$ cat src/pmw_consts.svh
// Constants for the power management and wake control block
// Assumes inclusion by bare name from the package and the design modules
`ifndef PMW_CONSTS_SVH
`define PMW_CONSTS_SVH

// ****************************************
// Register map
// ****************************************
`define PMW_ADDR_W        8
`define PMW_CTRL_OFFSET   8'h00

// ****************************************
// Field positions
// ****************************************
`define PMW_B_SKIP_WAIT   15
`define PMW_B_EEE_CAUSE   12
`define PMW_B_CLR_STS     9
`define PMW_B_CLR_EN      8
`define PMW_B_READY       7
`define PMW_B_MODE_HI     6
`define PMW_B_MODE_LO     5
`define PMW_B_XRST        4
`define PMW_B_LAN_EN      3
`define PMW_B_XINT_EN     2
`define PMW_B_CAUSE_HI    1
`define PMW_B_CAUSE_LO    0

// ****************************************
// Reset values and encodings
// ****************************************
`define PMW_MODE_RST      2'h2
`define PMW_CLR_EN_RST    1'h1
`define PMW_CLR_STS_RST   1'h0
`define PMW_SKIP_RST      1'h0
`define PMW_LPS0          2'h0
`define PMW_LPS1          2'h1
`define PMW_LPS2          2'h2
`define PMW_LPS3          2'h3

// ****************************************
// Timing
// ****************************************
`define PMW_CLK_KHZ       25000
`define PMW_HOLD_MIN_MS   4
`define PMW_HOLD_EXT_MS   128
`define PMW_CNT_W         22

`endif

$ cat src/pmw_pkg.sv
// Types for the power management and wake control block
// Assumes pmw_consts.svh is on the include path
`include "pmw_consts.svh"

package pmw_pkg;

  // ****************************************
  // Transceiver reset sequence states
  // ****************************************
  typedef enum logic [1:0] {
    XR_HOLD,
    XR_SETTLE,
    XR_RUN
  } pmw_xr_e;

  // ****************************************
  // Carriers
  // ****************************************
  typedef struct packed {
    logic [`PMW_ADDR_W-1:0] addr;
    logic [31:0]            wdata;
    logic                   wr;
    logic                   rd;
  } pmw_bus_s;

  typedef struct packed {
    logic xcvr;
    logic lan;
    logic eee_rx;
    logic eee_tx;
  } pmw_wake_s;

  typedef struct packed {
    logic load_busy;
    logic configured;
    logic suspended;
    logic resume_done;
    logic resume_remote;
    logic xcvr_up;
  } pmw_sys_s;

endpackage : pmw_pkg

$ cat src/pmw_power_ctrl.sv
// Power management control: readiness, suspend state, transceiver reset, wake
// Assumes one 25 MHz clock, synchronous inputs and a single-cycle strobe bus
//
// Added by the designer: the address-and-strobe port and the register offsets.
`timescale 1ns/10ps
`default_nettype none
`include "pmw_consts.svh"

// Overview of operation
// (RULE1) Ready flag is read-only, zero at reset, low until the transceiver runs.
// (RULE2) Ready flag stays low while configuration memory is still loading.
// (RULE3) Suspend state select at bits 6:5, default 10b, chooses low-power state.
// (RULE4) Becoming unconfigured returns suspend state select to 10b.
// (RULE5) Software keeps state two selected while the device is unconfigured.
// (RULE6) Low-power states zero and one behave the same.
// (RULE7) Writing one to bit 4 resets the transceiver for at least 4 ms.
// (RULE8) Bit 4 clears itself when the transceiver leaves reset.
// (RULE9) Writes to bit 4 are ignored while it reads high.
// (RULE10) Setting bit 4 clears ready; ready returns once the transceiver runs.
// (RULE11) Reset hold lengthens to 128 ms unless reference settle wait is skipped.
// (RULE12) Software should set bit 4 after resuming from state two.
// (RULE13) Bit 3 enables wake-on-LAN events as wake sources, default 0.
// (RULE14) Bit 2 enables the transceiver interrupt as a wake source, default 0.
// (RULE15) Remote resume completion clears both wake enables when so configured.
// (RULE16) Wake cause at bits 1:0, default 00b, cleared by writing one.
// (RULE17) Bit 0 marks transceiver wake, bit 1 marks LAN frame wakes.
// (RULE18) Energy-efficient cause: receive wake in states 0 and 3, transmit in 3.
// (RULE19) Several causes may set together, each only if valid in current state.
// (RULE20) Wake causes set regardless of the two wake enables.
// (RULE21) Remote resume completion clears cause bit 1 when so configured.
// (RULE22) Software never clears causes and changes suspend select in one write.
// (RULE23) Skipping settle wait keeps the reference on during transceiver reset.
// (RULE24) Only remote-wake resumes clear enables and status; host resumes do not.
// (RULE25) Wake causes hold until cleared by software or a qualifying resume.
module pmw_power_ctrl
  import pmw_pkg::*;
#(
  parameter int unsigned HOLD_MIN_CYC = `PMW_HOLD_MIN_MS * `PMW_CLK_KHZ,
  parameter int unsigned HOLD_EXT_CYC = `PMW_HOLD_EXT_MS * `PMW_CLK_KHZ
) (
  // Clock and reset
  input  wire logic        clock,
  input  wire logic        rst,
  // Register port
  input  wire pmw_bus_s    bus,
  output logic [31:0]      reg_rdata,
  // Device state
  input  wire pmw_sys_s    sys,
  // Wake events
  input  wire pmw_wake_s   wake_ev,
  // Transceiver control
  output logic             xcvr_reset,
  output logic             xcvr_ref_enable,
  // Power state outputs
  output logic             ready,
  output logic [1:0]       suspend_state,
  output logic             remote_wake
);

  // ****************************************
  // Decoding helpers
  // ****************************************
  function automatic logic hit_ctrl(input logic [`PMW_ADDR_W-1:0] a);
    hit_ctrl = (a == `PMW_CTRL_OFFSET);
  endfunction : hit_ctrl

  // States zero and one share one behaviour
  function automatic logic [1:0] norm_state(input logic [1:0] m);
    norm_state = (m == `PMW_LPS1) ? `PMW_LPS0 : m; // RULE6
  endfunction : norm_state

  // ****************************************
  // Declarations
  // ****************************************
  logic                   ctrl_wr;
  logic                   ctrl_rd;
  logic [31:0]            wd;
  logic [1:0]             mode_r;
  logic                   xrst_r;
  logic                   lan_en_r;
  logic                   xint_en_r;
  logic                   clr_en_r;
  logic                   clr_sts_r;
  logic                   skip_wait_r;
  logic                   ready_r;
  logic                   ready_nxt;
  logic                   configured_r;
  logic                   arm_r;
  logic                   remote_wake_r;
  logic [31:0]            rdata_r;
  logic [31:0]            ctrl_word;
  pmw_xr_e                xr_state_r;
  pmw_xr_e                xr_state_nxt;
  logic                   start_sw;
  logic                   hw_hold;
  logic                   timer_load;
  logic                   timer_busy;
  logic                   timer_done;
  logic [`PMW_CNT_W-1:0]  hold_len;
  logic                   remote_resume;
  logic [1:0]             eff_state;
  logic [2:0]             cause_set;
  logic [2:0]             cause_clr;
  logic [2:0]             cause_r;

  // ****************************************
  // Register port decode
  // ****************************************
  assign ctrl_wr = bus.wr && hit_ctrl(bus.addr);
  assign ctrl_rd = bus.rd && hit_ctrl(bus.addr);
  assign wd      = bus.wdata;

  assign remote_resume = sys.resume_done && sys.resume_remote; // RULE24
  assign eff_state     = norm_state(mode_r);

  // ****************************************
  // Configuration tracking
  // ****************************************
  always_ff @(posedge clock) begin
    if (rst) begin
      configured_r <= 1'b0;
    end else begin
      configured_r <= sys.configured;
    end
  end

  // ****************************************
  // Suspend state select
  // ****************************************
  always_ff @(posedge clock) begin
    if (rst) begin
      mode_r <= `PMW_MODE_RST; // RULE3
    end else if (configured_r && !sys.configured) begin
      mode_r <= `PMW_MODE_RST; // RULE4
    end else if (ctrl_wr) begin
      mode_r <= wd[`PMW_B_MODE_HI:`PMW_B_MODE_LO]; // RULE3
    end
  end

  assign suspend_state = mode_r;

  // ****************************************
  // Wake enables
  // ****************************************
  always_ff @(posedge clock) begin
    if (rst) begin
      lan_en_r  <= 1'b0;
      xint_en_r <= 1'b0;
    end else if (remote_resume && clr_en_r) begin
      lan_en_r  <= 1'b0; // RULE15
      xint_en_r <= 1'b0; // RULE15
    end else if (ctrl_wr) begin
      lan_en_r  <= wd[`PMW_B_LAN_EN];  // RULE13
      xint_en_r <= wd[`PMW_B_XINT_EN]; // RULE14
    end
  end

  // ****************************************
  // Resume and reference options
  // ****************************************
  always_ff @(posedge clock) begin
    if (rst) begin
      clr_en_r    <= `PMW_CLR_EN_RST;
      clr_sts_r   <= `PMW_CLR_STS_RST;
      skip_wait_r <= `PMW_SKIP_RST;
    end else if (ctrl_wr) begin
      clr_en_r    <= wd[`PMW_B_CLR_EN];
      clr_sts_r   <= wd[`PMW_B_CLR_STS];
      skip_wait_r <= wd[`PMW_B_SKIP_WAIT];
    end
  end

  // ****************************************
  // Transceiver reset request bit
  // ****************************************
  assign start_sw = ctrl_wr && wd[`PMW_B_XRST] && !xrst_r; // RULE9
  assign hw_hold  = !sys.configured || (sys.suspended && (mode_r == `PMW_LPS2));

  always_ff @(posedge clock) begin
    if (rst) begin
      xrst_r <= 1'b0;
    end else if (start_sw) begin
      xrst_r <= 1'b1; // RULE7
    end else if ((xr_state_r == XR_HOLD) && timer_done && !timer_load) begin
      xrst_r <= 1'b0; // RULE8
    end
  end

  // ****************************************
  // Reset hold timer
  // ****************************************
  always_ff @(posedge clock) begin
    if (rst) begin
      arm_r <= 1'b1;
    end else begin
      arm_r <= 1'b0;
    end
  end

  assign hold_len = (ctrl_wr ? wd[`PMW_B_SKIP_WAIT] : skip_wait_r) ? `PMW_CNT_W'(HOLD_MIN_CYC)
                                                                   : `PMW_CNT_W'(HOLD_EXT_CYC); // RULE11
  assign timer_load = arm_r || start_sw || hw_hold; // RULE7

  pmw_hold_timer u_hold_timer (
    .clock  (clock),
    .rst    (rst),
    .load   (timer_load),
    .length (hold_len),
    .busy   (timer_busy),
    .done_r (timer_done)
  );

  // ****************************************
  // Transceiver reset sequence
  // ****************************************
  always_comb begin
    xr_state_nxt = xr_state_r;
    case (xr_state_r)
      XR_HOLD: begin
        if (timer_done && !timer_load && !timer_busy) begin
          xr_state_nxt = XR_SETTLE; // RULE8
        end
      end
      XR_SETTLE: begin
        if (start_sw || hw_hold) begin
          xr_state_nxt = XR_HOLD;
        end else if (sys.xcvr_up) begin
          xr_state_nxt = XR_RUN; // RULE1
        end
      end
      XR_RUN: begin
        if (start_sw || hw_hold) begin
          xr_state_nxt = XR_HOLD; // RULE7
        end
      end
      default: begin
        xr_state_nxt = XR_HOLD;
      end
    endcase
  end

  always_ff @(posedge clock) begin
    if (rst) begin
      xr_state_r <= XR_HOLD;
    end else begin
      xr_state_r <= xr_state_nxt;
    end
  end

  assign xcvr_reset      = (xr_state_r == XR_HOLD); // RULE7
  assign xcvr_ref_enable = !xcvr_reset || skip_wait_r; // RULE23

  // ****************************************
  // Readiness
  // ****************************************
  assign ready_nxt = (xr_state_r == XR_RUN) // RULE1
                  && !sys.load_busy         // RULE2
                  && !start_sw;             // RULE10

  always_ff @(posedge clock) begin
    if (rst) begin
      ready_r <= 1'b0; // RULE1
    end else begin
      ready_r <= ready_nxt; // RULE10
    end
  end

  assign ready = ready_r;

  // ****************************************
  // Wake cause capture
  // ****************************************
  always_comb begin
    cause_set    = 3'h0;
    cause_set[0] = sys.suspended && wake_ev.xcvr; // RULE17 RULE20
    cause_set[1] = sys.suspended && wake_ev.lan;  // RULE17 RULE20
    cause_set[2] = sys.suspended
                && ((wake_ev.eee_rx && (eff_state != `PMW_LPS2))
                 || (wake_ev.eee_tx && (eff_state == `PMW_LPS3))); // RULE18 RULE19
  end

  always_comb begin
    cause_clr    = 3'h0;
    cause_clr[0] = ctrl_wr && wd[`PMW_B_CAUSE_LO]; // RULE16
    cause_clr[1] = (ctrl_wr && wd[`PMW_B_CAUSE_HI])
                || (remote_resume && clr_sts_r); // RULE21
    cause_clr[2] = (ctrl_wr && wd[`PMW_B_EEE_CAUSE])
                || (remote_resume && clr_sts_r);
  end

  generate
    for (genvar i = 0; i < 3; i++) begin : g_cause
      pmw_sticky_flag u_cause (
        .clock  (clock),
        .rst    (rst),
        .set    (cause_set[i]),
        .clr    (cause_clr[i]),
        .flag_r (cause_r[i])
      ); // RULE25
    end
  endgenerate

  // ****************************************
  // Remote wake request
  // ****************************************
  always_ff @(posedge clock) begin
    if (rst) begin
      remote_wake_r <= 1'b0;
    end else begin
      remote_wake_r <= sys.suspended
                    && ((lan_en_r && wake_ev.lan)      // RULE13
                     || (xint_en_r && wake_ev.xcvr));  // RULE14
    end
  end

  assign remote_wake = remote_wake_r;

  // ****************************************
  // Read data
  // ****************************************
  always_comb begin
    ctrl_word                                 = 32'h0;
    ctrl_word[`PMW_B_SKIP_WAIT]               = skip_wait_r;
    ctrl_word[`PMW_B_EEE_CAUSE]               = cause_r[2];
    ctrl_word[`PMW_B_CLR_STS]                 = clr_sts_r;
    ctrl_word[`PMW_B_CLR_EN]                  = clr_en_r;
    ctrl_word[`PMW_B_READY]                   = ready_r;
    ctrl_word[`PMW_B_MODE_HI:`PMW_B_MODE_LO]  = mode_r;
    ctrl_word[`PMW_B_XRST]                    = xrst_r;
    ctrl_word[`PMW_B_LAN_EN]                  = lan_en_r;
    ctrl_word[`PMW_B_XINT_EN]                 = xint_en_r;
    ctrl_word[`PMW_B_CAUSE_HI:`PMW_B_CAUSE_LO] = cause_r[1:0];
  end

  always_ff @(posedge clock) begin
    if (rst) begin
      rdata_r <= 32'h0;
    end else if (ctrl_rd) begin
      rdata_r <= ctrl_word;
    end else begin
      rdata_r <= 32'h0;
    end
  end

  assign reg_rdata = rdata_r;

endmodule : pmw_power_ctrl
`default_nettype wire

$ cat src/pmw_hold_timer.sv
// Down counter that times the transceiver reset hold
// Assumes a single clock and synchronous active-high reset
`timescale 1ns/10ps
`default_nettype none
`include "pmw_consts.svh"

module pmw_hold_timer (
  // Clock and reset
  input  wire logic                  clock,
  input  wire logic                  rst,
  // Control
  input  wire logic                  load,
  input  wire logic [`PMW_CNT_W-1:0] length,
  // Status
  output logic                       busy,
  output logic                       done_r
);

  logic [`PMW_CNT_W-1:0] cnt_r;

  // ****************************************
  // Counter
  // ****************************************
  always_ff @(posedge clock) begin
    if (rst) begin
      cnt_r <= '0;
    end else if (load) begin
      cnt_r <= length;
    end else if (cnt_r != '0) begin
      cnt_r <= cnt_r - `PMW_CNT_W'(1);
    end
  end

  always_ff @(posedge clock) begin
    if (rst) begin
      done_r <= 1'b0;
    end else begin
      done_r <= (cnt_r == `PMW_CNT_W'(1)) && !load;
    end
  end

  assign busy = (cnt_r != '0);

endmodule : pmw_hold_timer
`default_nettype wire

$ cat src/pmw_sticky_flag.sv
// Sticky status bit, set by hardware, cleared by software or resume
// Assumes a single clock and synchronous active-high reset
`timescale 1ns/10ps
`default_nettype none

module pmw_sticky_flag (
  // Clock and reset
  input  wire logic clock,
  input  wire logic rst,
  // Events
  input  wire logic set,
  input  wire logic clr,
  // State
  output logic      flag_r
);

  // ****************************************
  // Flag, set wins over clear
  // ****************************************
  always_ff @(posedge clock) begin
    if (rst) begin
      flag_r <= 1'b0;
    end else if (set) begin
      flag_r <= 1'b1;
    end else if (clr) begin
      flag_r <= 1'b0;
    end
  end

endmodule : pmw_sticky_flag
`default_nettype wire

$ cat config.mk
export PLATFORM = sky130hd
export DESIGN_NAME = pmw_power_ctrl
export DESIGN_NICKNAME = d
export VERILOG_FILES = /design/src/pmw_pkg.sv /design/src/pmw_power_ctrl.sv /design/src/pmw_hold_timer.sv /design/src/pmw_sticky_flag.sv
export VERILOG_INCLUDE_DIRS = /design/src
export SDC_FILE = /design/constraint.sdc
export NUM_CORES = 1
export LEC_CHECK = 0
export ABC_AREA = 1
export ABC_CLOCK_PERIOD_IN_PS = 1900
export BUFFER_PORTS_ARGS = -buffer_cell sky130_fd_sc_hd__buf_4
export CORE_MARGIN = 3
export CORE_UTILIZATION = 49
export CTS_CLUSTER_DIAMETER = 60
export DETAILED_ROUTE_END_ITERATION = 8
export PLACE_DENSITY_LB_ADDON = 0.1
export SLEW_MARGIN = 10
export SYNTH_ARGS = -nofsm -noshare
export SYNTH_HDL_FRONTEND = slang
export SYNTH_SLANG_ARGS = --single-unit
$ cat constraint.sdc
create_clock -name clock -period 1.9 [get_ports clock]
set_input_delay 0.19 -clock clock [delete_from_list [all_inputs] [get_ports clock]]
set_output_delay 0.19 -clock clock [all_outputs]
set_load 0.005 [all_outputs]
; ---- Word level (Yosys, flattened, before mapping)
; Cells that the tools add are included.
[op_classes]
addsub = 1
mul = 0
div_mod_pow = 0
n_lt_le_gt_ge = 0
eq_ne = 10
n_shift = 0
n_mux = 19
bitwise_logic = 1
n_reduce_logical = 55
[ops]
columns = operator, count
row1 = 2-to-1 mux 22 bit, 3
row2 = logical AND 1 bit, 27
row3 = "equality test 22 x 1 -> 1 bit, second input constant", 1
row4 = nonzero test 22 bit, 1
row5 = "subtractor 22 x 1 -> 22 bit, second input constant", 1
row6 = 2-to-1 mux 1 bit, 10
row7 = 2-to-1 mux 2 bit, 5
row8 = nonzero test 2 bit, 5
row9 = logical OR 1 bit, 9
row10 = zero test 8 bit, 1
row11 = zero test 1 bit, 7
row12 = "equality test 2 bit, second input constant", 3
row13 = one-hot mux 2 bit (3 select lines), 1
row14 = OR reduction 2 bit, 3
row15 = "equality test 2 x 1 -> 1 bit, second input constant", 2
row16 = "inequality test 2 bit, second input constant", 2
row17 = "inequality test 3 bit, second input constant", 1
row18 = AND reduction 3 bit, 1
row19 = zero test 2 bit, 1
row20 = "inequality test 2 x 1 -> 1 bit, second input constant", 1
row21 = NOT 1 bit, 1
[word_totals]
register_bits = 72
latchBits = 0
ram_bits = 0
mem_bits_ro = 0
in_bits = 54
out_inout_bits = 38
memories = 0

; ---- Logic depth before layout (Yosys ltp)
[logic_depth]
word_depth = 11
ltp_mapped = 12
mapped_depth_nobuf = 12

; ---- Modules after synthesis
; From an unflattened synthesis, not the netlist that was laid out.
[unflattened]
cells_unflattened = 410
hier_area_um2 = 2835.2
[by_module_without_submodules]
columns = module, n_inst, cells_per_inst, area_each_um2, seq_area_each_um2
row1 = pmw_hold_timer, 1, 233, 1508.9, 460.4
row2 = pmw_power_ctrl, 1, 162, 1206.2, 520.5
row3 = pmw_sticky_flag, 3, 5, 40.0, 20.0

; ---- Worst setup path after synthesis
; Ideal clock, no wire load.
[synth_timing]
path_kind = reg2reg
startpoint = reg u_hold_timer.cnt_r[0]
endpoint = reg u_hold_timer.cnt_r[20]
arrival_time_ns = 1.400
required_time_ns = 1.780
path_slack_ns = 0.380
path_stages_with_launch = 10
path_buffers = 0
synth_period_minus_slack_ns = 1.520
cell_sequence = dfxtp_1 -> inv_1 -> ha_1 -> nand2_1 -> nor2_2 -> nand2_1 -> o21ai_1 -> inv_1 -> o21ai_0 -> a21oi_1
[synth_via]
elab_chain_len = 3
word_cells_on_any_way = 5
cone_classes = add/sub: 1 / mux: 2 / reduce/logical: 2
[synth_lines]
columns = element, line
row1 = from (decl), pmw_hold_timer.sv:19  ; logic [`PMW_CNT_W-1:0] cnt_r;
row2 = from (signal assigned), pmw_hold_timer.sv:28  ; cnt_r <= length;
row3 = from (signal assigned), pmw_hold_timer.sv:30  ; cnt_r <= cnt_r - `PMW_CNT_W'(1);
row4 = subtractor 22 x 1 -> 22 bit, pmw_hold_timer.sv:30
row5 = 2-to-1 mux 22 bit, pmw_hold_timer.sv:29  ; end else if (cnt_r != '0) begin
row6 = 2-to-1 mux 22 bit, pmw_hold_timer.sv:27  ; end else if (load) begin
; Parallel ways exist; a longest one is shown, timed or not. The select of a mux whose other input is x is not followed.
; A chain may end at the register's enable or synchronous reset.

; ---- Worst setup path in the final report
[layout_timing]
startpoint = reg u_hold_timer.cnt_r[1]
endpoint = reg u_hold_timer.cnt_r[20]
; The elaborated chain is that of the path after synthesis.

==> summary.md <==
| Metric | Value |
|---|---|
| Status | complete, no violations |
| Post-layout min period | 1.66 ns |
| CTS sink cnt | 52 |
| Setup ws final | 0.239 ns |
| IO buf count | 50 |
| Hold Path Stages | 3 |
| Sequential area share after synthesis | 41.1% |
| CP Launch Point | u_hold_timer.cnt_r[1] |
| Clock Pin Slew Worst Setup and Hold Paths | 0.10 ns |
| Largest net degree at the start of global routing | 25 |
| Setup CP Type | flip-flop to flip-flop |
| Initial antenna violation count | 0 |
| WL/cell | 11.7 um |
| Pre-antenna DRT Iters | 4 |
| Placed Cells | 444 |
| Post-CTS Setup Bufs | 0 |
| Syn_area_per_cell | 7.72 um^2 |
| Setup TNS | 0 ns |
| Worst Hold Launch | bus[10] |
| CP peak stage delay | 0.34 ns |
| Number of max-cap violations | 0 |
| CP cell instances | inv_1 -> ha_1 -> nand2_1 -> nor2_2 -> nand2_1 -> o21ai_1 -> inv_1 -> o21ai_0 -> a21oi_1 |
| # hold bufs at CTS | 0 |
| DRC | 0 |
| FF-to-FF End | u_hold_timer.cnt_r[20] |
| Data arrival, critical path | 1.86 ns |
| Ys Warns | 0 |
| Hold EP | clr_en_r |
| Final Max Slew Viols | 0 |
| # diodes | 0 |
| Vias in the first global route | 2019 |
| Root Driver | clkbuf_8 |
| Hold Fails Final Rpt | 0 |
| Total wire length | 5290 um |
| FILL cells | 443 |
| Maximum root-to-sink buffer count | 2 |
| VDD IR max | 505 uV |
| Fmax | 602 MHz |
| FF-to-FF setup slack | 0.24 ns |
| Later-pin clock latency in the skew report | 0.30 ns |
| Grt ovf | 0 |
| CTS H-tree lvls | 2 |
| Initial core utilization | 52.2% |
| Slowest-stage cell, CP | dfxtp_1 |
| Crit path required time | 2.10 ns |
| Post-synthesis cell type count | 36 |
| Crit Path Max Fanout | 4 |
| Worst path bufs/invs | 2 |
| Setup violators final | 0 |
| CTS tree | yes |
| Final HPWL DP | 4130 um |
| Core Area | 4850 um^2 |
| Vias/cell | 4.74 |
| Final Skew | 0.00533 ns |
| Post-Syn Instances | 328 |
| R2R depth | 9 |
| Tot GR Track Use | 18.1% |
| Chip Width | 77.9 um |
| Die area | 6060 um^2 |
| Unrepaired setup endpoints after global routing | false |
| Post-CTS resize count | 0 |
| Fin nets | 441 |
| Pleak | 1.40 nW |
| Syn Std Cell Area | 2530 um^2 |
| Crit share post-route | 87.4% |
| Setup WS pre-CTS | 0.274 ns |
| Startpoint types | flip-flop |
| Pwr/cell area | 692 nW/um^2 |
| Top delay family on crit path | simple AND/OR/NAND/NOR gates |
| Chip height | 77.9 um |
| DRT iter0 DRCs | 69 |
| First-pass GRT wire length | 8810 um |
| Std-Cell Rows | 25 |
| Non-filler cells in the finished layout | 452 |
| Gp weighted congestion | 0.843 |
| Synthesis-to-finish area growth | 19.1% |
| Seq cells post-synth | 52 |
| Routed vias | 2142 |
| Io pins | 92 |
| Worst Setup End Kind | flip-flop |
| CTS buffer count | 5 |
| HP Class | input pin to flip-flop |
| R2R Path Start | u_hold_timer.cnt_r[1] |
| Share of cells above drive strength 1 | 24.4% |
| Detail Route Antenna Nets | 0 |
## cells by family (layout without fill, tap and decap cells)
logic type               Yosys count  after routing  synth area share [%]
AND/OR/NAND/NOR                  159            159                  31.0
buffers and inverters             60             98                  12.3
flip-flops                        52             52                  41.1
AO/OA/AOI/OAI                     37             37                  8.45
XOR/XNOR                          16             16                  5.54
adder cells (fa/ha/maj)            3              3                  1.48
other                              1             20                 0.148
## final cells by class
type	instances	area [um^2]	area share [%]
clock buffers	6	82.6	2.74
inverters	36	136	4.52
clock inverters	2	13.8	0.457
well taps	67	83.8	2.78
flip-flops and latches	52	1040	34.5
repair buffers	54	405	13.4
multi-input cells	235	1250	41.5
## cell usage in the layout (no fill, tap or decap), drive strengths merged
master	n
nor2	70
buf	54
nand2	54
dfxtp	52
inv	35
conb	20
nand3	18
a21oi	17
xor2	10
o21ai	10
nor4	7
xnor2	6
clkbuf	6
nor3	5
o211ai	3
a211oi	3
nand4	3
ha	3
clkinv	3
a211o	2
nand3b	1
o22ai	1
or2	1
a31oi	1
## registers in the layout, indices dropped and copies added (netlist names)
| name | count |
|---|---|
| arm_r | 1 |
| reg_rdata | 12 |
| clr_sts_r | 1 |
| xint_en_r | 1 |
| remote_wake | 1 |
| xr_state_r | 2 |
| ready | 1 |
| lan_en_r | 1 |
| configured_r | 1 |
| clr_en_r | 1 |
| g_cause.u_cause.flag_r | 3 |
| suspend_state | 2 |
| xrst_r | 1 |
| skip_wait_r | 1 |
| u_hold_timer.cnt_r | 22 |
| u_hold_timer.done_r | 1 |
## metrics by stage
stage / area, um^2 / util (%) / total power (W) / hold WS, ns
3_3_place_gp: 2920 / 60.2 / 0.00144 / 0.411
6_report: 3010 / 62.2 / 0.00209 / 0.101
3_5_place_dp: 2920 / 60.2 / 0.00144 / 0.413
2_1_floorplan: 2600 / - / 0.00138 / 0.218
5_1_grt: 3010 / 62.2 / 0.00218 / 0.114
4_1_cts: 3010 / 62.2 / 0.00210 / 0.0932
## cell usage after synthesis (all sizes together)
| cell | count | share of area, % |
|---|---|---|
| xnor2 | 6 | 2.1 |
| clkbuf | 2 | 0.30 |
| nand4 | 3 | 0.74 |
| dfxtp | 52 | 41 |
| nor3 | 5 | 0.99 |
| o22ai | 1 | 0.25 |
| clkinv | 2 | 0.35 |
| buf | 22 | 6.6 |
| a211oi | 3 | 0.89 |
| nand3 | 18 | 5.1 |
| o21ai | 10 | 2.0 |
| inv | 34 | 5.0 |
| ha | 3 | 1.5 |
| a31oi | 1 | 0.25 |
| nand3b | 1 | 0.30 |
| a211o | 2 | 0.69 |
| conb | 1 | 0.15 |
| a21oi | 17 | 3.5 |
| o211ai | 3 | 0.89 |
| nand2 | 54 | 8.6 |
| nor4 | 7 | 1.7 |
| xor2 | 10 | 3.5 |
| or2 | 1 | 0.25 |
| nor2 | 70 | 13 |
## layer usage
metal | share of wire, % | track usage [%]
met3 | 5.1 | 4.64
met2 | 47 | 30.1
met5 | 0 | 0
met1 | 46 | 22.4
met4 | 2.1 | 6.41
## report_power, final
group / internal (W) / leakage (nW) / total [W] / switching, W
registers: 0.00111 / 0.423 / 0.00113 / 0.0000193
logic: 0.000125 / 0.923 / 0.000287 / 0.000161
clock network: 0.000299 / 0.0516 / 0.000667 / 0.000369
## worst max path at each step
stage                        endpoint  slack [ns]  depth (start not counted)
2_1_floorplan  u_hold_timer.cnt_r[20]        0.38                          9
3_3_place_gp   u_hold_timer.cnt_r[20]        0.30                          9
3_5_place_dp   u_hold_timer.cnt_r[20]        0.27                          9
4_1_cts        u_hold_timer.cnt_r[20]        0.24                          9
5_1_grt        u_hold_timer.cnt_r[20]        0.03                          9
6_report       u_hold_timer.cnt_r[20]        0.24                          9
## worst min-delay path: stages
cell and delay [ns]:
buf_4 0.08, nand2_1 0.04, o211ai_1 0.06
Power figures use the tool's default switching activity.
